[config.mk]
export PLATFORM = sky130hd
export DESIGN_NAME = lvdw_top
export DESIGN_NICKNAME = d
export VERILOG_FILES = /design/src/hw/lvdw_pkg.sv /design/src/hw/lvdw_det_if.sv /design/src/hw/lvdw_top.sv /design/src/hw/lvdw_detect_filter.sv
export SDC_FILE = /design/constraint.sdc
export NUM_CORES = 1
export LEC_CHECK = 0
export BUFFER_PORTS_ARGS = -buffer_cell sky130_fd_sc_hd__buf_2
export CAP_MARGIN = 20
export CORE_ASPECT_RATIO = 1.5
export CORE_UTILIZATION = 47
export DETAILED_ROUTE_END_ITERATION = 16
export PLACE_DENSITY_LB_ADDON = 0.3
export SETUP_SLACK_MARGIN = 0.4
export SLEW_MARGIN = 20
export SYNTH_ARGS = -nofsm -noshare
export SYNTH_HDL_FRONTEND = slang
export SYNTH_SLANG_ARGS = --single-unit
[constraint.sdc]
create_clock -name pclk -period 2.2 [get_ports pclk]
set_clock_uncertainty 0.15 [all_clocks]
set_input_delay 0.22 -clock pclk [delete_from_list [all_inputs] [get_ports pclk]]
set_output_delay 0.22 -clock pclk [all_outputs]
set_load 0.005 [all_outputs]
[src/hw/lvdw_pkg.sv]
package lvdw_pkg;

    // ----------------------------------------------------------------
    // register map (byte addresses, one aligned word each)
    // ----------------------------------------------------------------
    localparam logic [7:0] OFS_CTRL = 8'h00;
    localparam logic [7:0] OFS_FLAGS = 8'h04;
    localparam logic [7:0] OFS_ENABLE = 8'h08;
    localparam logic [7:0] OFS_EVT_STATUS = 8'h0C;
    localparam logic [7:0] OFS_EVT_MASK = 8'h10;

    // ----------------------------------------------------------------
    // low_voltage_detect_control fields
    // ----------------------------------------------------------------
    localparam int CTRL_THR_LSB = 0;
    localparam int CTRL_THR_W = 3;
    localparam int CTRL_ON_BIT = 4;
    localparam int CTRL_OUT_BIT = 5;
    localparam logic [2:0] RST_THRESHOLD = 3'h0;
    localparam logic RST_DETECTOR_ON = 1'b0;

    // ----------------------------------------------------------------
    // flag and enable register fields
    // ----------------------------------------------------------------
    localparam int FLG_SUPPLY_LOW_BIT = 0;
    localparam int FLG_GROUP_LSB = 4;
    localparam int GROUP_N = 4;
    localparam int GROUP_SUPPLY_LOW = 3;
    localparam int EN_GLOBAL_BIT = 8;
    localparam logic [3:0] RST_GROUP = 4'h0;

    // ----------------------------------------------------------------
    // event status / mask fields
    // ----------------------------------------------------------------
    localparam int EVT_N = 3;
    localparam int EVT_DETECT_RISE = 0;
    localparam int EVT_FLAG_SET = 1;
    localparam int EVT_WAKE = 2;
    localparam logic [2:0] RST_EVT = 3'h0;

    // ----------------------------------------------------------------
    // timing
    // ----------------------------------------------------------------
    localparam int CLK_PERIOD_NS = 50;
    localparam int DETECT_TO_FLAG_DELAY_NS = 10000;
    localparam int DETECT_TO_FLAG_CYC =
        (DETECT_TO_FLAG_DELAY_NS + CLK_PERIOD_NS - 1) / CLK_PERIOD_NS;

    // ----------------------------------------------------------------
    // power state
    // ----------------------------------------------------------------
    typedef enum logic {
        LVDW_RUN = 1'b0,
        LVDW_SLEEP = 1'b1
    } lvdw_state_e;

endpackage

[src/hw/lvdw_det_if.sv]
`timescale 1ns/10ps
// ----------------------------------------------------------------
// link between the register core and the detect delay filter
// ----------------------------------------------------------------
interface lvdw_det_if;
    logic ce;
    logic enable;
    logic level;
    logic rise;
    logic flag_set;
    modport filt (input ce, input enable, input level, output rise, output flag_set);
    modport ctrl (output ce, output enable, output level, input rise, input flag_set);
endinterface

[src/hw/lvdw_top.sv]
`timescale 1ns/10ps
// Behaviour
// - any request flag set by hardware rising low to high wakes the device, regardless of enables; a software write setting a flag does not wake it
// - a set request flag stays set until serviced or cleared by software
// - servicing a group clears only the group flag, not the source flag
// - on interrupt entry only the program counter is pushed
// - interrupt return sets the global interrupt enable
// - plain subroutine return leaves the global interrupt enable unchanged
// - detector enable is control bit 4, read/write
// - threshold select is bits 2..0, eight levels 2.0V to 4.0V
// - detect output is read-only bit 5, high while the detector is on and supply is low
// - control bits 7, 6 and 3 read as zero
// - supply-low flag sets only after a fixed delay of detect high
// - detect output may toggle near threshold; consumer must tolerate it
// - supply-low interrupt belongs to group 3 and also wakes the device
// - supply-low flag is never cleared by servicing, only by software
// - vectoring needs global, supply-low and group 3 enables, stack not full
// - servicing any interrupt clears the global interrupt enable
module lvdw_top
    import lvdw_pkg::*;
#(
    parameter int DELAY_CYC = DETECT_TO_FLAG_CYC
) (
    input wire logic pclk,
    input wire logic presetn,
    input wire logic clk_en,
    input wire logic psel,
    input wire logic penable,
    input wire logic pwrite,
    input wire logic [7:0] paddr,
    input wire logic [31:0] pwdata,
    output logic [31:0] prdata,
    output logic pready,
    output logic pslverr,
    input wire logic supply_below_thr,
    output logic detector_on,
    output logic [2:0] threshold_select,
    input wire logic [2:0] member_req,
    input wire logic stack_full,
    input wire logic irq_ack,
    input wire logic return_from_interrupt,
    input wire logic subroutine_return,
    input wire logic sleep_enter,
    output logic irq_req,
    output logic [1:0] irq_vector,
    output logic push_pc,
    output logic wake,
    output logic sleeping,
    output logic irq
);

    // ----------------------------------------------------------------
    // elaboration check
    // ----------------------------------------------------------------
    if (DELAY_CYC < 1 || DELAY_CYC > 65535) begin : g_bad_delay
        $error("lvdw_top: DELAY_CYC out of range");
    end

    // lowest set bit of a four-bit request vector
    function automatic logic [1:0] first_set(input logic [3:0] v);
        logic [1:0] idx;
        idx = 2'h0;
        for (int i = GROUP_N - 1; i >= 0; i--) begin
            if (v[i]) begin
                idx = 2'(i);
            end
        end
        return idx;
    endfunction

    // ----------------------------------------------------------------
    // detect delay filter
    // ----------------------------------------------------------------
    lvdw_det_if det ();

    lvdw_detect_filter #(
        .DELAY_CYC(DELAY_CYC)
    ) u_filter (
        .pclk(pclk),
        .presetn(presetn),
        .det(det)
    );

    // ----------------------------------------------------------------
    // state
    // ----------------------------------------------------------------
    logic detector_on_r, detector_on_nxt;
    logic [2:0] threshold_r, threshold_nxt;
    logic supply_low_irq_flag_r, supply_low_irq_flag_nxt;
    logic [3:0] group_irq_flags_r, group_irq_flags_nxt;
    logic supply_low_irq_enable_r, supply_low_irq_enable_nxt;
    logic [3:0] group_irq_enable_r, group_irq_enable_nxt;
    logic global_irq_enable_r, global_irq_enable_nxt;
    logic [2:0] evt_status_r, evt_status_nxt;
    logic [2:0] evt_mask_r, evt_mask_nxt;
    logic [31:0] prdata_r, prdata_nxt;
    logic pready_r, pready_nxt;
    logic pslverr_r, pslverr_nxt;
    logic irq_req_r, irq_req_nxt;
    logic [1:0] irq_vector_r, irq_vector_nxt;
    logic push_pc_r, push_pc_nxt;
    logic wake_r, wake_nxt;
    logic irq_r, irq_nxt;
    lvdw_state_e state_r, state_nxt;

    logic wr_en, rd_en, hit;
    logic [3:0] group_set;
    logic flag_rise;
    logic [2:0] evt_set;
    logic [3:0] group_pend;
    logic service;
    logic [31:0] rd_val;

    // filter inputs, after the state they read
    assign det.ce = clk_en;
    assign det.enable = detector_on_r;
    assign det.level = supply_below_thr;

    // ----------------------------------------------------------------
    // apb decode and read mux
    // ----------------------------------------------------------------
    always_comb begin
        wr_en = psel & penable & pready_r & pwrite;
        rd_en = psel & penable & pready_r & ~pwrite;
        hit = 1'b1;
        rd_val = 32'h0000_0000;
        unique case (paddr)
            OFS_CTRL: begin
                rd_val[CTRL_THR_LSB +: CTRL_THR_W] = threshold_r;
                rd_val[CTRL_ON_BIT] = detector_on_r;
                rd_val[CTRL_OUT_BIT] = detector_on_r & supply_below_thr;
            end
            OFS_FLAGS: begin
                rd_val[FLG_SUPPLY_LOW_BIT] = supply_low_irq_flag_r;
                rd_val[FLG_GROUP_LSB +: GROUP_N] = group_irq_flags_r;
            end
            OFS_ENABLE: begin
                rd_val[FLG_SUPPLY_LOW_BIT] = supply_low_irq_enable_r;
                rd_val[FLG_GROUP_LSB +: GROUP_N] = group_irq_enable_r;
                rd_val[EN_GLOBAL_BIT] = global_irq_enable_r;
            end
            OFS_EVT_STATUS: rd_val[EVT_N-1:0] = evt_status_r;
            OFS_EVT_MASK: rd_val[EVT_N-1:0] = evt_mask_r;
            default: hit = 1'b0;
        endcase
    end

    // ----------------------------------------------------------------
    // interrupt request flags and service
    // ----------------------------------------------------------------
    always_comb begin
        supply_low_irq_flag_nxt = supply_low_irq_flag_r;
        group_irq_flags_nxt = group_irq_flags_r;
        global_irq_enable_nxt = global_irq_enable_r;
        supply_low_irq_enable_nxt = supply_low_irq_enable_r;
        group_irq_enable_nxt = group_irq_enable_r;
        detector_on_nxt = detector_on_r;
        threshold_nxt = threshold_r;
        push_pc_nxt = 1'b0;
        service = irq_ack & irq_req_r;
        // software writes: flags may be forced high or cleared
        if (wr_en && paddr == OFS_CTRL) begin
            detector_on_nxt = pwdata[CTRL_ON_BIT];
            threshold_nxt = pwdata[CTRL_THR_LSB +: CTRL_THR_W];
        end
        if (wr_en && paddr == OFS_FLAGS) begin
            supply_low_irq_flag_nxt = pwdata[FLG_SUPPLY_LOW_BIT];
            group_irq_flags_nxt = pwdata[FLG_GROUP_LSB +: GROUP_N];
        end
        if (wr_en && paddr == OFS_ENABLE) begin
            supply_low_irq_enable_nxt = pwdata[FLG_SUPPLY_LOW_BIT];
            group_irq_enable_nxt = pwdata[FLG_GROUP_LSB +: GROUP_N];
            global_irq_enable_nxt = pwdata[EN_GLOBAL_BIT];
        end
        // servicing clears the group flag and the global enable only
        if (service) begin
            group_irq_flags_nxt[irq_vector_r] = 1'b0;
            global_irq_enable_nxt = 1'b0;
            push_pc_nxt = 1'b1;
        end
        if (return_from_interrupt) begin
            global_irq_enable_nxt = 1'b1;
        end
        // a plain return leaves the global enable as it is
        if (subroutine_return && !return_from_interrupt) begin
            global_irq_enable_nxt = global_irq_enable_nxt;
        end
        // hardware sets win over any clear in the same cycle
        group_set = {det.flag_set & supply_low_irq_enable_r, member_req};
        if (det.flag_set) begin
            supply_low_irq_flag_nxt = 1'b1;
        end
        group_irq_flags_nxt = group_irq_flags_nxt | group_set;
    end

    // ----------------------------------------------------------------
    // vector request, wake-up, power state and events
    // ----------------------------------------------------------------
    always_comb begin
        flag_rise = (det.flag_set & ~supply_low_irq_flag_r)
            | (|(group_set & ~group_irq_flags_r));
        group_pend = group_irq_flags_nxt & group_irq_enable_nxt;
        if (!supply_low_irq_enable_nxt) begin
            group_pend[GROUP_SUPPLY_LOW] = 1'b0;
        end
        irq_req_nxt = global_irq_enable_nxt & ~stack_full & (|group_pend);
        irq_vector_nxt = first_set(group_pend);
        wake_nxt = flag_rise;
        state_nxt = state_r;
        unique case (state_r)
            LVDW_RUN: begin
                if (sleep_enter && !flag_rise) begin
                    state_nxt = LVDW_SLEEP;
                end
            end
            LVDW_SLEEP: begin
                if (flag_rise) begin
                    state_nxt = LVDW_RUN;
                end
            end
        endcase
        evt_set = 3'h0;
        evt_set[EVT_DETECT_RISE] = det.rise;
        evt_set[EVT_FLAG_SET] = det.flag_set;
        evt_set[EVT_WAKE] = flag_rise;
        evt_status_nxt = evt_status_r;
        evt_mask_nxt = evt_mask_r;
        if (rd_en && paddr == OFS_EVT_STATUS) begin
            evt_status_nxt = 3'h0;
        end
        if (wr_en && paddr == OFS_EVT_MASK) begin
            evt_mask_nxt = pwdata[EVT_N-1:0];
        end
        evt_status_nxt = evt_status_nxt | evt_set;
        irq_nxt = |(evt_status_nxt & evt_mask_nxt);
        // apb answer: one wait-free access phase after each setup
        pready_nxt = psel & ~penable & ~pready_r;
        prdata_nxt = (psel & ~penable) ? rd_val : prdata_r;
        pslverr_nxt = psel & ~penable & ~hit;
    end

    // ----------------------------------------------------------------
    // registers, frozen while the clock enable is low
    // ----------------------------------------------------------------
    always_ff @(posedge pclk or negedge presetn) begin
        if (!presetn) begin
            detector_on_r <= RST_DETECTOR_ON;
            threshold_r <= RST_THRESHOLD;
            supply_low_irq_flag_r <= 1'b0;
            group_irq_flags_r <= RST_GROUP;
            supply_low_irq_enable_r <= 1'b0;
            group_irq_enable_r <= RST_GROUP;
            global_irq_enable_r <= 1'b0;
            evt_status_r <= RST_EVT;
            evt_mask_r <= RST_EVT;
            prdata_r <= 32'h0000_0000;
            pready_r <= 1'b0;
            pslverr_r <= 1'b0;
            irq_req_r <= 1'b0;
            irq_vector_r <= 2'h0;
            push_pc_r <= 1'b0;
            wake_r <= 1'b0;
            irq_r <= 1'b0;
            state_r <= LVDW_RUN;
        end else if (clk_en) begin
            detector_on_r <= detector_on_nxt;
            threshold_r <= threshold_nxt;
            supply_low_irq_flag_r <= supply_low_irq_flag_nxt;
            group_irq_flags_r <= group_irq_flags_nxt;
            supply_low_irq_enable_r <= supply_low_irq_enable_nxt;
            group_irq_enable_r <= group_irq_enable_nxt;
            global_irq_enable_r <= global_irq_enable_nxt;
            evt_status_r <= evt_status_nxt;
            evt_mask_r <= evt_mask_nxt;
            prdata_r <= prdata_nxt;
            pready_r <= pready_nxt;
            pslverr_r <= pslverr_nxt;
            irq_req_r <= irq_req_nxt;
            irq_vector_r <= irq_vector_nxt;
            push_pc_r <= push_pc_nxt;
            wake_r <= wake_nxt;
            irq_r <= irq_nxt;
            state_r <= state_nxt;
        end
    end

    // ----------------------------------------------------------------
    // outputs
    // ----------------------------------------------------------------
    assign prdata = prdata_r;
    assign pready = pready_r;
    assign pslverr = pslverr_r;
    assign detector_on = detector_on_r;
    assign threshold_select = threshold_r;
    assign irq_req = irq_req_r;
    assign irq_vector = irq_vector_r;
    assign push_pc = push_pc_r;
    assign wake = wake_r;
    assign sleeping = (state_r == LVDW_SLEEP);
    assign irq = irq_r;

endmodule

[src/hw/lvdw_detect_filter.sv]
`timescale 1ns/10ps
module lvdw_detect_filter
    import lvdw_pkg::*;
#(
    parameter int DELAY_CYC = DETECT_TO_FLAG_CYC
) (
    input wire logic pclk,
    input wire logic presetn,
    lvdw_det_if.filt det
);

    // ----------------------------------------------------------------
    // elaboration check
    // ----------------------------------------------------------------
    if (DELAY_CYC < 1 || DELAY_CYC > 65535) begin : g_bad_delay
        $error("lvdw_detect_filter: DELAY_CYC out of range");
    end

    logic [15:0] cnt_r, cnt_nxt;
    logic prev_r, prev_nxt;
    logic done_r, done_nxt;
    logic rise_r, rise_nxt;
    logic set_r, set_nxt;

    // ----------------------------------------------------------------
    // delay count: restarts on every drop so fast toggling is filtered
    // ----------------------------------------------------------------
    always_comb begin
        cnt_nxt = cnt_r;
        done_nxt = done_r;
        prev_nxt = det.enable & det.level;
        rise_nxt = det.enable & det.level & ~prev_r;
        set_nxt = 1'b0;
        if (!(det.enable && det.level)) begin
            cnt_nxt = 16'h0000;
            done_nxt = 1'b0;
        end else if (!done_r) begin
            if (cnt_r == 16'(DELAY_CYC - 1)) begin
                set_nxt = 1'b1;
                done_nxt = 1'b1;
            end else begin
                cnt_nxt = cnt_r + 16'h0001;
            end
        end
    end

    // registers, frozen while the clock enable is low
    always_ff @(posedge pclk or negedge presetn) begin
        if (!presetn) begin
            cnt_r <= 16'h0000;
            prev_r <= 1'b0;
            done_r <= 1'b0;
            rise_r <= 1'b0;
            set_r <= 1'b0;
        end else if (det.ce) begin
            cnt_r <= cnt_nxt;
            prev_r <= prev_nxt;
            done_r <= done_nxt;
            rise_r <= rise_nxt;
            set_r <= set_nxt;
        end
    end

    assign det.rise = rise_r & det.ce;
    assign det.flag_set = set_r & det.ce;

endmodule

### After elaboration in Yosys (flattened, before gate mapping)

Index checks and enable logic that the tools add are counted.

| cells by class | value |
|---|---|
| bitwise gates (word level) | 33 |
| multiplexer cells | 36 |
| add/subtract/negate cells | 1 |
| reductions and logical operators | 19 |
| $lt $le $gt $ge | 2 |
| equal/unequal tests | 7 |

Operators with widths:

| cell | number |
|---|---|
| $mux W16 | 3 |
| $mux W1 | 18 |
| $add A16 B1 Y16 const B | 1 |
| $and A1 B1 Y1 | 16 |
| $eq A16 B8 Y1 const B | 1 |
| $eq A8 B4 Y1 const B | 2 |
| $and A4 B4 Y4 | 3 |
| $mux W4 | 3 |
| $pmux W2 S3 | 2 |
| $eq A8 B3 Y1 const B | 1 |
| $eq A8 B5 Y1 const B | 1 |
| $logic_and A1 B1 Y1 | 8 |
| $logic_not A8 Y1 | 1 |
| $mux W2 | 4 |
| $not A1 Y1 | 8 |
| $not A4 Y4 | 2 |
| $reduce_or A4 Y1 | 2 |
| $mux W3 | 2 |
| $reduce_and A2 Y1 | 3 |
| $pmux W1 S5 | 1 |
| $reduce_or A5 Y1 | 1 |
| $ne A2 B2 Y1 const B | 2 |
| $or A4 B4 Y4 | 1 |
| $pmux W2 S2 | 1 |
| other kinds (11) | 11 |

| word-level totals | value |
|---|---|
| input port bits | 55 |
| bits in registers | 58 |
| word-level logic and storage cells | 121 |
| output and inout bits | 45 |

### Depth between registers and ports, before layout

Gate-level depths: netlist of run 1.

| logic depth | value |
|---|---|
| word-level depth | 14 |
| mapped depth | 7 |
| mapped depth without buffers | 7 |

### Hierarchy

Synthesis of run 1 repeated with hierarchy kept, for this count alone.

| second synthesis, totals | value |
|---|---|
| cell total of the unflattened synthesis | 375 |
| area, all modules | 3539.6 um^2 |

Modules (own cells, without submodules):

| module | times used | area an instance (um^2) | cells an instance | seq. area each (um^2) |
|---|---|---|---|---|
| lvdw_top | 1 | 2422.3 | 255 | 950.9 |
| lvdw_detect_filter | 1 | 1117.3 | 120 | 500.5 |

### Least setup slack after synthesis of run 1

Ideal clock, no wire load.

| timing path | value |
|---|---|
| path kind | input port to flip-flop |
| from | input port paddr[1] |
| to | register irq_r, in the netlist irq |
| buffers on the path | 1 |
| data required time | 1914 ps |
| arrival | 2086 ps |
| stages on the path | 7 |
| path slack | -172 ps |
| setup time | 136 ps |
| path through | or4_4 -> or2_1 -> buf_2 -> nor3_4 -> mux2_2 -> a222oi_1 -> a21oi_1 |

| between the ends | value |
|---|---|
| longest elaborated chain between the ends | 6 |
| elaborated cells on any way between the ends | 9 |
| classes of those cells | eq/ne (2); mux (2); bitwise (2); reduce/logical (3) |

Ends and longest elaborated chain:

| element | RTL line | RTL |
|---|---|---|
| start: declaration | lvdw_top.sv:30 | `input wire logic [7:0] paddr,` |
| $eq A8 B4 Y1 | lvdw_top.sv:228 | `if (rd_en && paddr == OFS_EVT_STATUS) begin` |
| $logic_and A1 B1 Y1 | lvdw_top.sv:228 |  |
| $mux W3 | lvdw_top.sv:228 |  |
| $or A3 B3 Y3 | lvdw_top.sv:234 | `evt_status_nxt = evt_status_nxt \| evt_set;` |
| $and A3 B3 Y3 (*) | lvdw_top.sv:235 | `irq_nxt = \|(evt_status_nxt & evt_mask_nxt);` |
| $reduce_or A3 Y1 (*) | lvdw_top.sv:235 |  |
| end signal: assignment | lvdw_top.sv:282 | `irq_r <= irq_nxt;` |
| end: declaration | lvdw_top.sv:103 | `logic irq_r, irq_nxt;` |

Every way passes the cells marked *; elsewhere a longest branch is shown, timed or not.
A chain may end at the register's enable or synchronous reset.

### Worst setup path in the final report of run 1

| timing path | value |
|---|---|
| from | register pready_r, in the netlist pready |
| to | register irq_vector_r[0], in the netlist irq_vector[0] |

| between the ends | value |
|---|---|
| longest elaborated chain between the ends | 13 |
| elaborated cells on any way between the ends | 16 |
| classes of those cells | mux (9); bitwise (5); reduce/logical (2) |

Ends and longest elaborated chain:

| element | RTL line | RTL |
|---|---|---|
| start: declaration | lvdw_top.sv:97 | `logic pready_r, pready_nxt;` |
| start signal: assignment | lvdw_top.sv:276 | `pready_r <= pready_nxt;` |
| $and A1 B1 Y1 (*) (2 in a row) | lvdw_top.sv:123 | `wr_en = psel & penable & pready_r & pwrite;` |
| $logic_and A1 B1 Y1 | lvdw_top.sv:166 | `if (wr_en && paddr == OFS_FLAGS) begin` |
| $mux W4 | lvdw_top.sv:166 |  |
| $and A4 B4 Y4 (no line) | - |  |
| $mux W4 | lvdw_top.sv:176 | `if (service) begin` |
| $or A4 B4 Y4 | lvdw_top.sv:193 | `group_irq_flags_nxt = group_irq_flags_nxt \| group_set;` |
| $and A4 B4 Y4 | lvdw_top.sv:202 | `group_pend = group_irq_flags_nxt & group_irq_enable_nxt;` |
| $mux W1 | lvdw_top.sv:203 | `if (!supply_low_irq_enable_nxt) begin` |
| $mux W2 (3 in a row) | lvdw_top.sv:64 | `if (v[i]) begin` |
| $mux W2 (*) | lvdw_top.sv:64 |  |
| end signal: assignment | lvdw_top.sv:279 | `irq_vector_r <= irq_vector_nxt;` |
| end: declaration | lvdw_top.sv:100 | `logic [1:0] irq_vector_r, irq_vector_nxt;` |

Marks and branches as above.

==> results of run 1 <==
==> kinds of logic (layout without fill, tap and decap cells) <==
| family | Yosys count | in the layout | share of synthesized area |
|---|---|---|---|
| adder cells (fa/ha/maj) | 1 | 1 | 0.00385 |
| buffers and inverters | 44 | 137 | 0.0819 |
| AO/OA/AOI/OAI | 69 | 69 | 0.139 |
| XOR/XNOR | 12 | 12 | 0.0323 |
| AND/OR/NAND/NOR | 126 | 126 | 0.208 |
| multiplexers | 25 | 25 | 0.0873 |
| flip-flops | 58 | 58 | 0.446 |
| other | 1 | 24 | 0.00115 |
==> state kept, by name, indices dropped and copies added, names as in the netlist, 2 cells and up <==
| signal | cells |
|---|---|
| evt_mask_r | 3 |
| evt_status_r | 3 |
| group_irq_enable_r | 4 |
| group_irq_flags_r | 4 |
| irq_vector | 2 |
| prdata | 8 |
| threshold_select | 3 |
| u_filter.cnt_r | 16 |
==> worst max-delay path by stage <==
stage | endpoint | cells after the start
after global placement | irq | 7
after floorplan | irq | 7
after CTS | irq | 7
after detailed placement | irq | 7
final | irq_vector[0] | 8
after global routing | irq_vector[0] | 8
==> synthesized netlist by cell type, drive strengths merged, types with 2 or more instances <==
| cell | n |
|---|---|
| dfrtp | 58 |
| nand2 | 38 |
| nor2 | 35 |
| buf | 26 |
| o21ai | 25 |
| mux2 | 17 |
| a21oi | 15 |
| nand4 | 10 |
| xor2 | 10 |
| inv | 9 |
| clkbuf | 8 |
| mux2i | 7 |
| nor3 | 7 |
| a22oi | 5 |
| and3 | 5 |
| a22o | 4 |
| or3 | 4 |
| a21o | 3 |
| nand3 | 3 |
| nor2b | 3 |
| nor4 | 3 |
| o2111ai | 3 |
| and2 | 2 |
| and4 | 2 |
| nand2b | 2 |
| nand4b | 2 |
| nor4b | 2 |
| o22ai | 2 |
| o32ai | 2 |
| or2 | 2 |
| or4 | 2 |
| xnor2 | 2 |
==> what timing repair did <==
item | 4_1_cts | 5_1_grt
hold buffers | 5 | 0
endpoints found under the hold margin | 63 | 0
gates resized for setup | 27 | 35
gates cloned | 1 | 0
pin swaps | 17 | 28
buffers inserted | 16 | 9
setup endpoints to repair | 31 | 39
==> final cells by class <==
class                           instances  area, µm²
Fill cell                             520       2120
Clock inverter                          6       57.6
Inverter                               10       37.5
Clock buffer                           10        128
Multi-Input combinational cell        257       1880
Sequential cell                        58       1460
Timing Repair Buffer                  111        803
Tap cell                               76       95.1
==> power breakdown <==
| group | internal (µW) | switching [µW] | total, µW | leakage [µW] |
|---|---|---|---|---|
| Clock | 515 | 424 | 938 | 0.0000958 |
| Combinational | 119 | 151 | 270 | 0.00129 |
| Sequential | 1090 | 16.2 | 1100 | 0.000763 |
| Total | 1720 | 590 | 2310 | 0.00214 |
==> layer usage <==
| metal | vias up | GRT usage |
|---|---|---|
| li1 | 1376 | - |
| met1 | 1430 | 0.266 |
| met2 | 81 | 0.405 |
| met3 | 13 | 0.0465 |
| met4 | 0 | 0.0771 |
| met5 | - | 0 |
==> metrics by stage <==
| step | std cells | utilization | hold WS, ns | setup TNS [ns] | total power (µW) |
|---|---|---|---|---|---|
| finish | 528 | 0.678 | 0.0158 | 0 | 2310 |
| global route | 528 | 0.678 | 0.0180 | 0 | 2410 |
| CTS | 519 | 0.644 | 0.00249 | 0 | 2310 |
| detailed placement | 481 | 0.570 | 0.0953 | -1.23 | 1350 |
| global placement | 481 | 0.570 | 0.0969 | -1.01 | 1340 |
| floorplan | 359 | - | -0.226 | -0.0616 | 1260 |
==> layout by cell type (no fill, tap or decap), types with 4 or more instances in the layout <==
cell type	instances
buf_4	38
nand4_1	10
xor2_1	10
dfrtp_1	55
inv_1	9
o21ai_1	10
a21oi_1	12
a22oi_1	5
clkinv_2	4
buf_6	18
mux2_2	8
nand2_1	36
mux2_4	9
clkbuf_8	9
buf_2	49
dlygate4sd3_1	5
a22o_1	4
nor2_1	33
and3_1	5
conb_1	24
o21ai_0	13
==> results.toml, run 1 <==
[outcome]
outcome = "complete, no violations"

[final_layout]
diodes = 0
area.growth.synth_to_final_pct = 37.1
fin_nets = 503
final_area_mm2 = 0.00446
drive_gt1_frac = 0.405

[critical_path]
crit_path_start = "pready"
cp_slowest_cell = "dfrtp_1"
required_ns = 2.26
cp_common_cell = "buf_6"
worstSetupPathType = "register to register"
r2r_end = "irq_vector[0]"
arrival_ns = 2.08
crit_path_start_kind = "register"
worst-r2r-cell-count = 8
r2r-start = "pready"
worstPathMaxFanout = 4
cp_num_buf_inv = 2
crit_family = "simple AND/OR/NAND/NOR gates"
slowest_delay_ns = 0.34
cp-end-kind = "register"
reg2reg_slack_ns = 0.18
crit_chain = "nand4_1 > buf_6 > nor4b_4 > buf_6 > mux2i_4 > o21ai_4 > and2_1 > a22o_1"

[die]
die_area_mm2 = 0.00726
die_h_um = 104
pin_count = 100
start_util = 0.494
core_area_mm2 = 0.00658
rows = 36
dieWidth_um = 69.9

[power_and_ir_drop]
peakVddDrop_mv = 0.367
p_per_area_mw_per_mm2 = 519
p_leak_uw = 0.00214

[job]
maxCapViolCount = 0

[clocking]
cts_tree = "done"
cts.sinks = 58
root_buffer = "clkbuf_8"
h-tree-depth = 3
cts_buffers = 9
cts.clk_slew.worst_paths_ns = 0.06
clkLatencyLatePin_ns = 0.34
cts_max_path_buffers = 2

[routing]
top_layer_used = "met4"
wl_met3_um = 302
via_per_inst = 5.49
drtPass1Iterations = 4
dr_wl_met2_um = 4440
drt_wl_total_um = 8090
ant_nets = 0
drtIter0Drc = 149
wl_met1_um = 3230
wl_per_cell_um = 15.3
via_count = 2900
drc = 0

[logic_synthesis]
yosysSeqAreaShare = 0.446
yosys.area.top_type_share = 0.446
synth-edff-count = 0
netlist_area_mm2 = 0.00325
async_flop_share = 1.00
syn_inst = 336
synthFlopType = "dfrtp_1"
synth_cell_types = 62
synth.area.top_cells = "dfrtp_1 (45%), mux2_2 (5.9%), buf_4 (5.5%)"
synth.largest_area_cell = "dfrtp_1"
ys_seq_elements = 58
yosys_warnings = 0
avgSynthCellArea_um2 = 9.68

[global_route]
grt_max_degree = 59
grt_pass1_vias = 2874
grt_pass1_wl_um = 13100
overflow = 0
grt_use_total = 0.227
antenna_found_initial = 0

[hold_path]
whs_path_depth = 2
hold-path-endpoint = "group_irq_enable_r[3]"
min_path_type = "primary input to register"
worstHoldStart = "pwdata[7]"

[placement]
port-buffer-count = 50
pre_cts_slack_ns = -0.223
gp_congestion = 0.850
post_dp_cell_area_mm2 = 0.00375
dp_hpwl_um = 5400

[sta]
period_share = 0.916
max_freq_ghz = 0.496
setup_violations = 0
grt_setup_unrepaired = "yes"
hold_viol = 0
min_period_ns = 2.02
timing.final.ws_setup_ns = 0.184
slew_violations = 0
Power figures use the tool's default switching activity.
==> inputs of run 2 (changes only) <==
--- a/config.mk
+++ b/config.mk
@@ -7,12 +7,12 @@
 export LEC_CHECK = 0
 export BUFFER_PORTS_ARGS = -buffer_cell sky130_fd_sc_hd__buf_2
 export CAP_MARGIN = 20
-export CORE_ASPECT_RATIO = 1.5
-export CORE_UTILIZATION = 47
+export CORE_UTILIZATION = 48
 export DETAILED_ROUTE_END_ITERATION = 16
-export PLACE_DENSITY_LB_ADDON = 0.3
+export PLACE_DENSITY = 0.8
 export SETUP_SLACK_MARGIN = 0.4
 export SLEW_MARGIN = 20
 export SYNTH_ARGS = -nofsm -noshare
 export SYNTH_HDL_FRONTEND = slang
+export SYNTH_HIERARCHICAL = 1
 export SYNTH_SLANG_ARGS = --single-unit
==> results.toml, run 2 <==
[routing]
drc = 0
drt_wl_total_um = 9510
wl_per_cell_um = 16.8
via_per_inst = 5.90
drtPass1Iterations = 5
ant_nets = 0
via_count = 3345
drtIter0Drc = 240

[logic_synthesis]
synth.largest_area_cell = "dfrtp_1"
yosys_warnings = 6
synthFlopType = "dfrtp_1"
ys_seq_elements = 58
avgSynthCellArea_um2 = 9.44
synth_cell_types = 65
netlist_area_mm2 = 0.00354
synth_common_cells = "dfrtp_1 (58), nand2_1 (46), buf_4 (25)"
syn_inst = 375
yosys.area.top_type_share = 0.410
yosysSeqAreaShare = 0.410
async_flop_share = 1.00
synth.area.top_cells = "dfrtp_1 (41%), buf_4 (5.3%), nand2_1 (4.9%)"
synth-edff-count = 0
yosysMostFrequentCell = "dfrtp_1"

[placement]
post_dp_cell_area_mm2 = 0.00393
dp_hpwl_um = 6430
port-buffer-count = 50
gp_congestion = 0.906
dp_cells = 525

[sta]
tightest_slew_ns = 0.545
period_share = 0.900
max_freq_ghz = 0.505
hold_viol = 0
slew_violations = 0
setup_violations = 0
relSlewSlack = 0.637
min_period_ns = 1.98
grt_setup_unrepaired = "yes"

[critical_path]
crit_family = "simple AND/OR/NAND/NOR gates"
crit_path_start = "pready"
r2r_end = "irq_req"
required_ns = 2.30
cp.depth = 7
arrival_ns = 2.08
endpoint = "irq_req"
worst-r2r-cell-count = 7
worstPathMaxFanout = 6
cp-end-kind = "register"
reg2reg_slack_ns = 0.22
slowest_delay_ns = 0.39
cp_slowest_cell = "dfrtp_1"
crit_chain = "and4_4 > nand3_4 > buf_4 > nor3b_4 > o32a_1 > nor4_2 > o41ai_2"
crit_path_start_kind = "register"
r2r-start = "pready"
worstSetupPathType = "register to register"
cp_num_buf_inv = 1

[clocking]
cts_buffers = 9
cts.clk_slew.worst_paths_ns = 0.07
root_buffer = "clkbuf_8"
cts_tree = "done"
cts.sinks = 58
clkLatencyLatePin_ns = 0.35
cts_max_path_buffers = 2
h-tree-depth = 3

[final_layout]
largest_register = "u_filter/cnt_r"
final_common_cell = "dfrtp_1"
drive_gt1_frac = 0.342
largest_reg_flops = 16
nFillCells = 527
final_cell_mix = "dfrtp_1 (53), buf_2 (50), nand2_1 (43), buf_4 (35), conb_1 (24)"
multiInputGateArea_mm2 = 0.00204
diodes = 0
layout.cells.non_filler = 567
final_area_mm2 = 0.00450
area.growth.synth_to_final_pct = 27.2
fin_nets = 522
regArea_mm2 = 0.00146

[job]
maxCapViolCount = 0

[die]
pin_count = 100
start_util = 0.510
die_h_um = 87.9
dieWidth_um = 87.9
die_area_mm2 = 0.00772
core_area_mm2 = 0.00694
rows = 30

[hold_path]
min_path_type = "primary input to register"

[global_route]
overflow = 0
antenna_found_initial = 0
grt_pass1_vias = 3147
grt_pass1_wl_um = 14900
grt_use_total = 0.254
grt_max_degree = 24

[power_and_ir_drop]
peakVddDrop_mv = 0.305
p_per_area_mw_per_mm2 = 544
power.total_uw = 2450
p_leak_uw = 0.00210

[outcome]
outcome = "complete, no violations"
[run 2: cell types whose count changed after synthesis, moves of 5 or more]
cell,previous run,this run
nand3_1,3,15
inv_1,9,18
nor2_1,35,19
nand2_1,38,46
xor2_1,10,0
o211ai_1,1,6
a21oi_1,15,21
o31ai_1,1,7
[run 2: area by class of cell]
type                            count  area share
Inverter                           18      0.0150
Sequential cell                    58       0.324
Tap cell                           96      0.0267
Clock inverter                      5      0.0172
Timing Repair Buffer               93       0.133
Clock buffer                       11      0.0314
Multi-Input combinational cell    286       0.453
[run 2: tightest hold or removal path, delay by kind of cell]
kind                   cells  cell delay (ns)
buffers and inverters      1             0.09
AO/OA/AOI/OAI              2             0.15
[run 2: stage by stage]
step | utilization | setup slack, ns | hold WS [ns] | setup TNS, ns
after floorplan | - | 0.252 | -0.226 | 0
after global placement | 0.566 | -0.0160 | 0.0724 | -0.0196
after detailed placement | 0.566 | -0.0707 | 0.0800 | -0.125
after CTS | 0.625 | 0.238 | 0.00215 | 0
after global routing | 0.648 | 0.153 | 0.0168 | 0
final | 0.648 | 0.220 | 0.00510 | 0
[run 2: report_power, final]
group | switching, µW | internal (µW)
clock | 444 | 665
combinational | 148 | 88.0
sequential | 17.0 | 1090
total | 609 | 1840
[run 2: kinds of logic (layout without fill, tap and decap cells)]
family / Yosys count / count (layout) / synth area share
DFF: 58 / 58 / 0.410
muxes: 23 / 23 / 0.0749
AOI/OAI and AO/OA: 95 / 95 / 0.183
buffers and inverters: 54 / 127 / 0.0859
adders and majority gates: 1 / 1 / 0.00353
and+or+nand+nor: 143 / 143 / 0.241
other: 1 / 24 / 0.00106
[run 2: per-layer routing]
layer,track usage,part of all wire,vias to the layer above
li1,-,-,1530
met3,0.0462,0.070,25
met5,0,0,-
met2,0.414,0.50,156
met1,0.315,0.40,1634
met4,0.148,0.030,0
[run 2: how the worst min path moves through the flow]
stage / slack (ns) / start / cells after the start / endpoint
6_report: 0.005 / return_from_interrupt / 3 / global_irq_enable_r
3_3_place_gp: 0.07 / presetn / 1 / prdata[7]
4_1_cts: 0.002 / return_from_interrupt / 3 / global_irq_enable_r
5_1_grt: 0.02 / pwdata[6] / 2 / group_irq_enable_r[2]
2_1_floorplan: -0.23 / presetn / 0 / detector_on
3_5_place_dp: 0.08 / presetn / 1 / group_irq_enable_r[2]
[run 2: what timing repair did]
action,CTS,global route
endpoints found under the hold margin,26,0
resized for setup,11,24
endpoints found under the setup margin,19,29
pin swaps,7,8
setup buffers,13,8
hold buffers,5,0
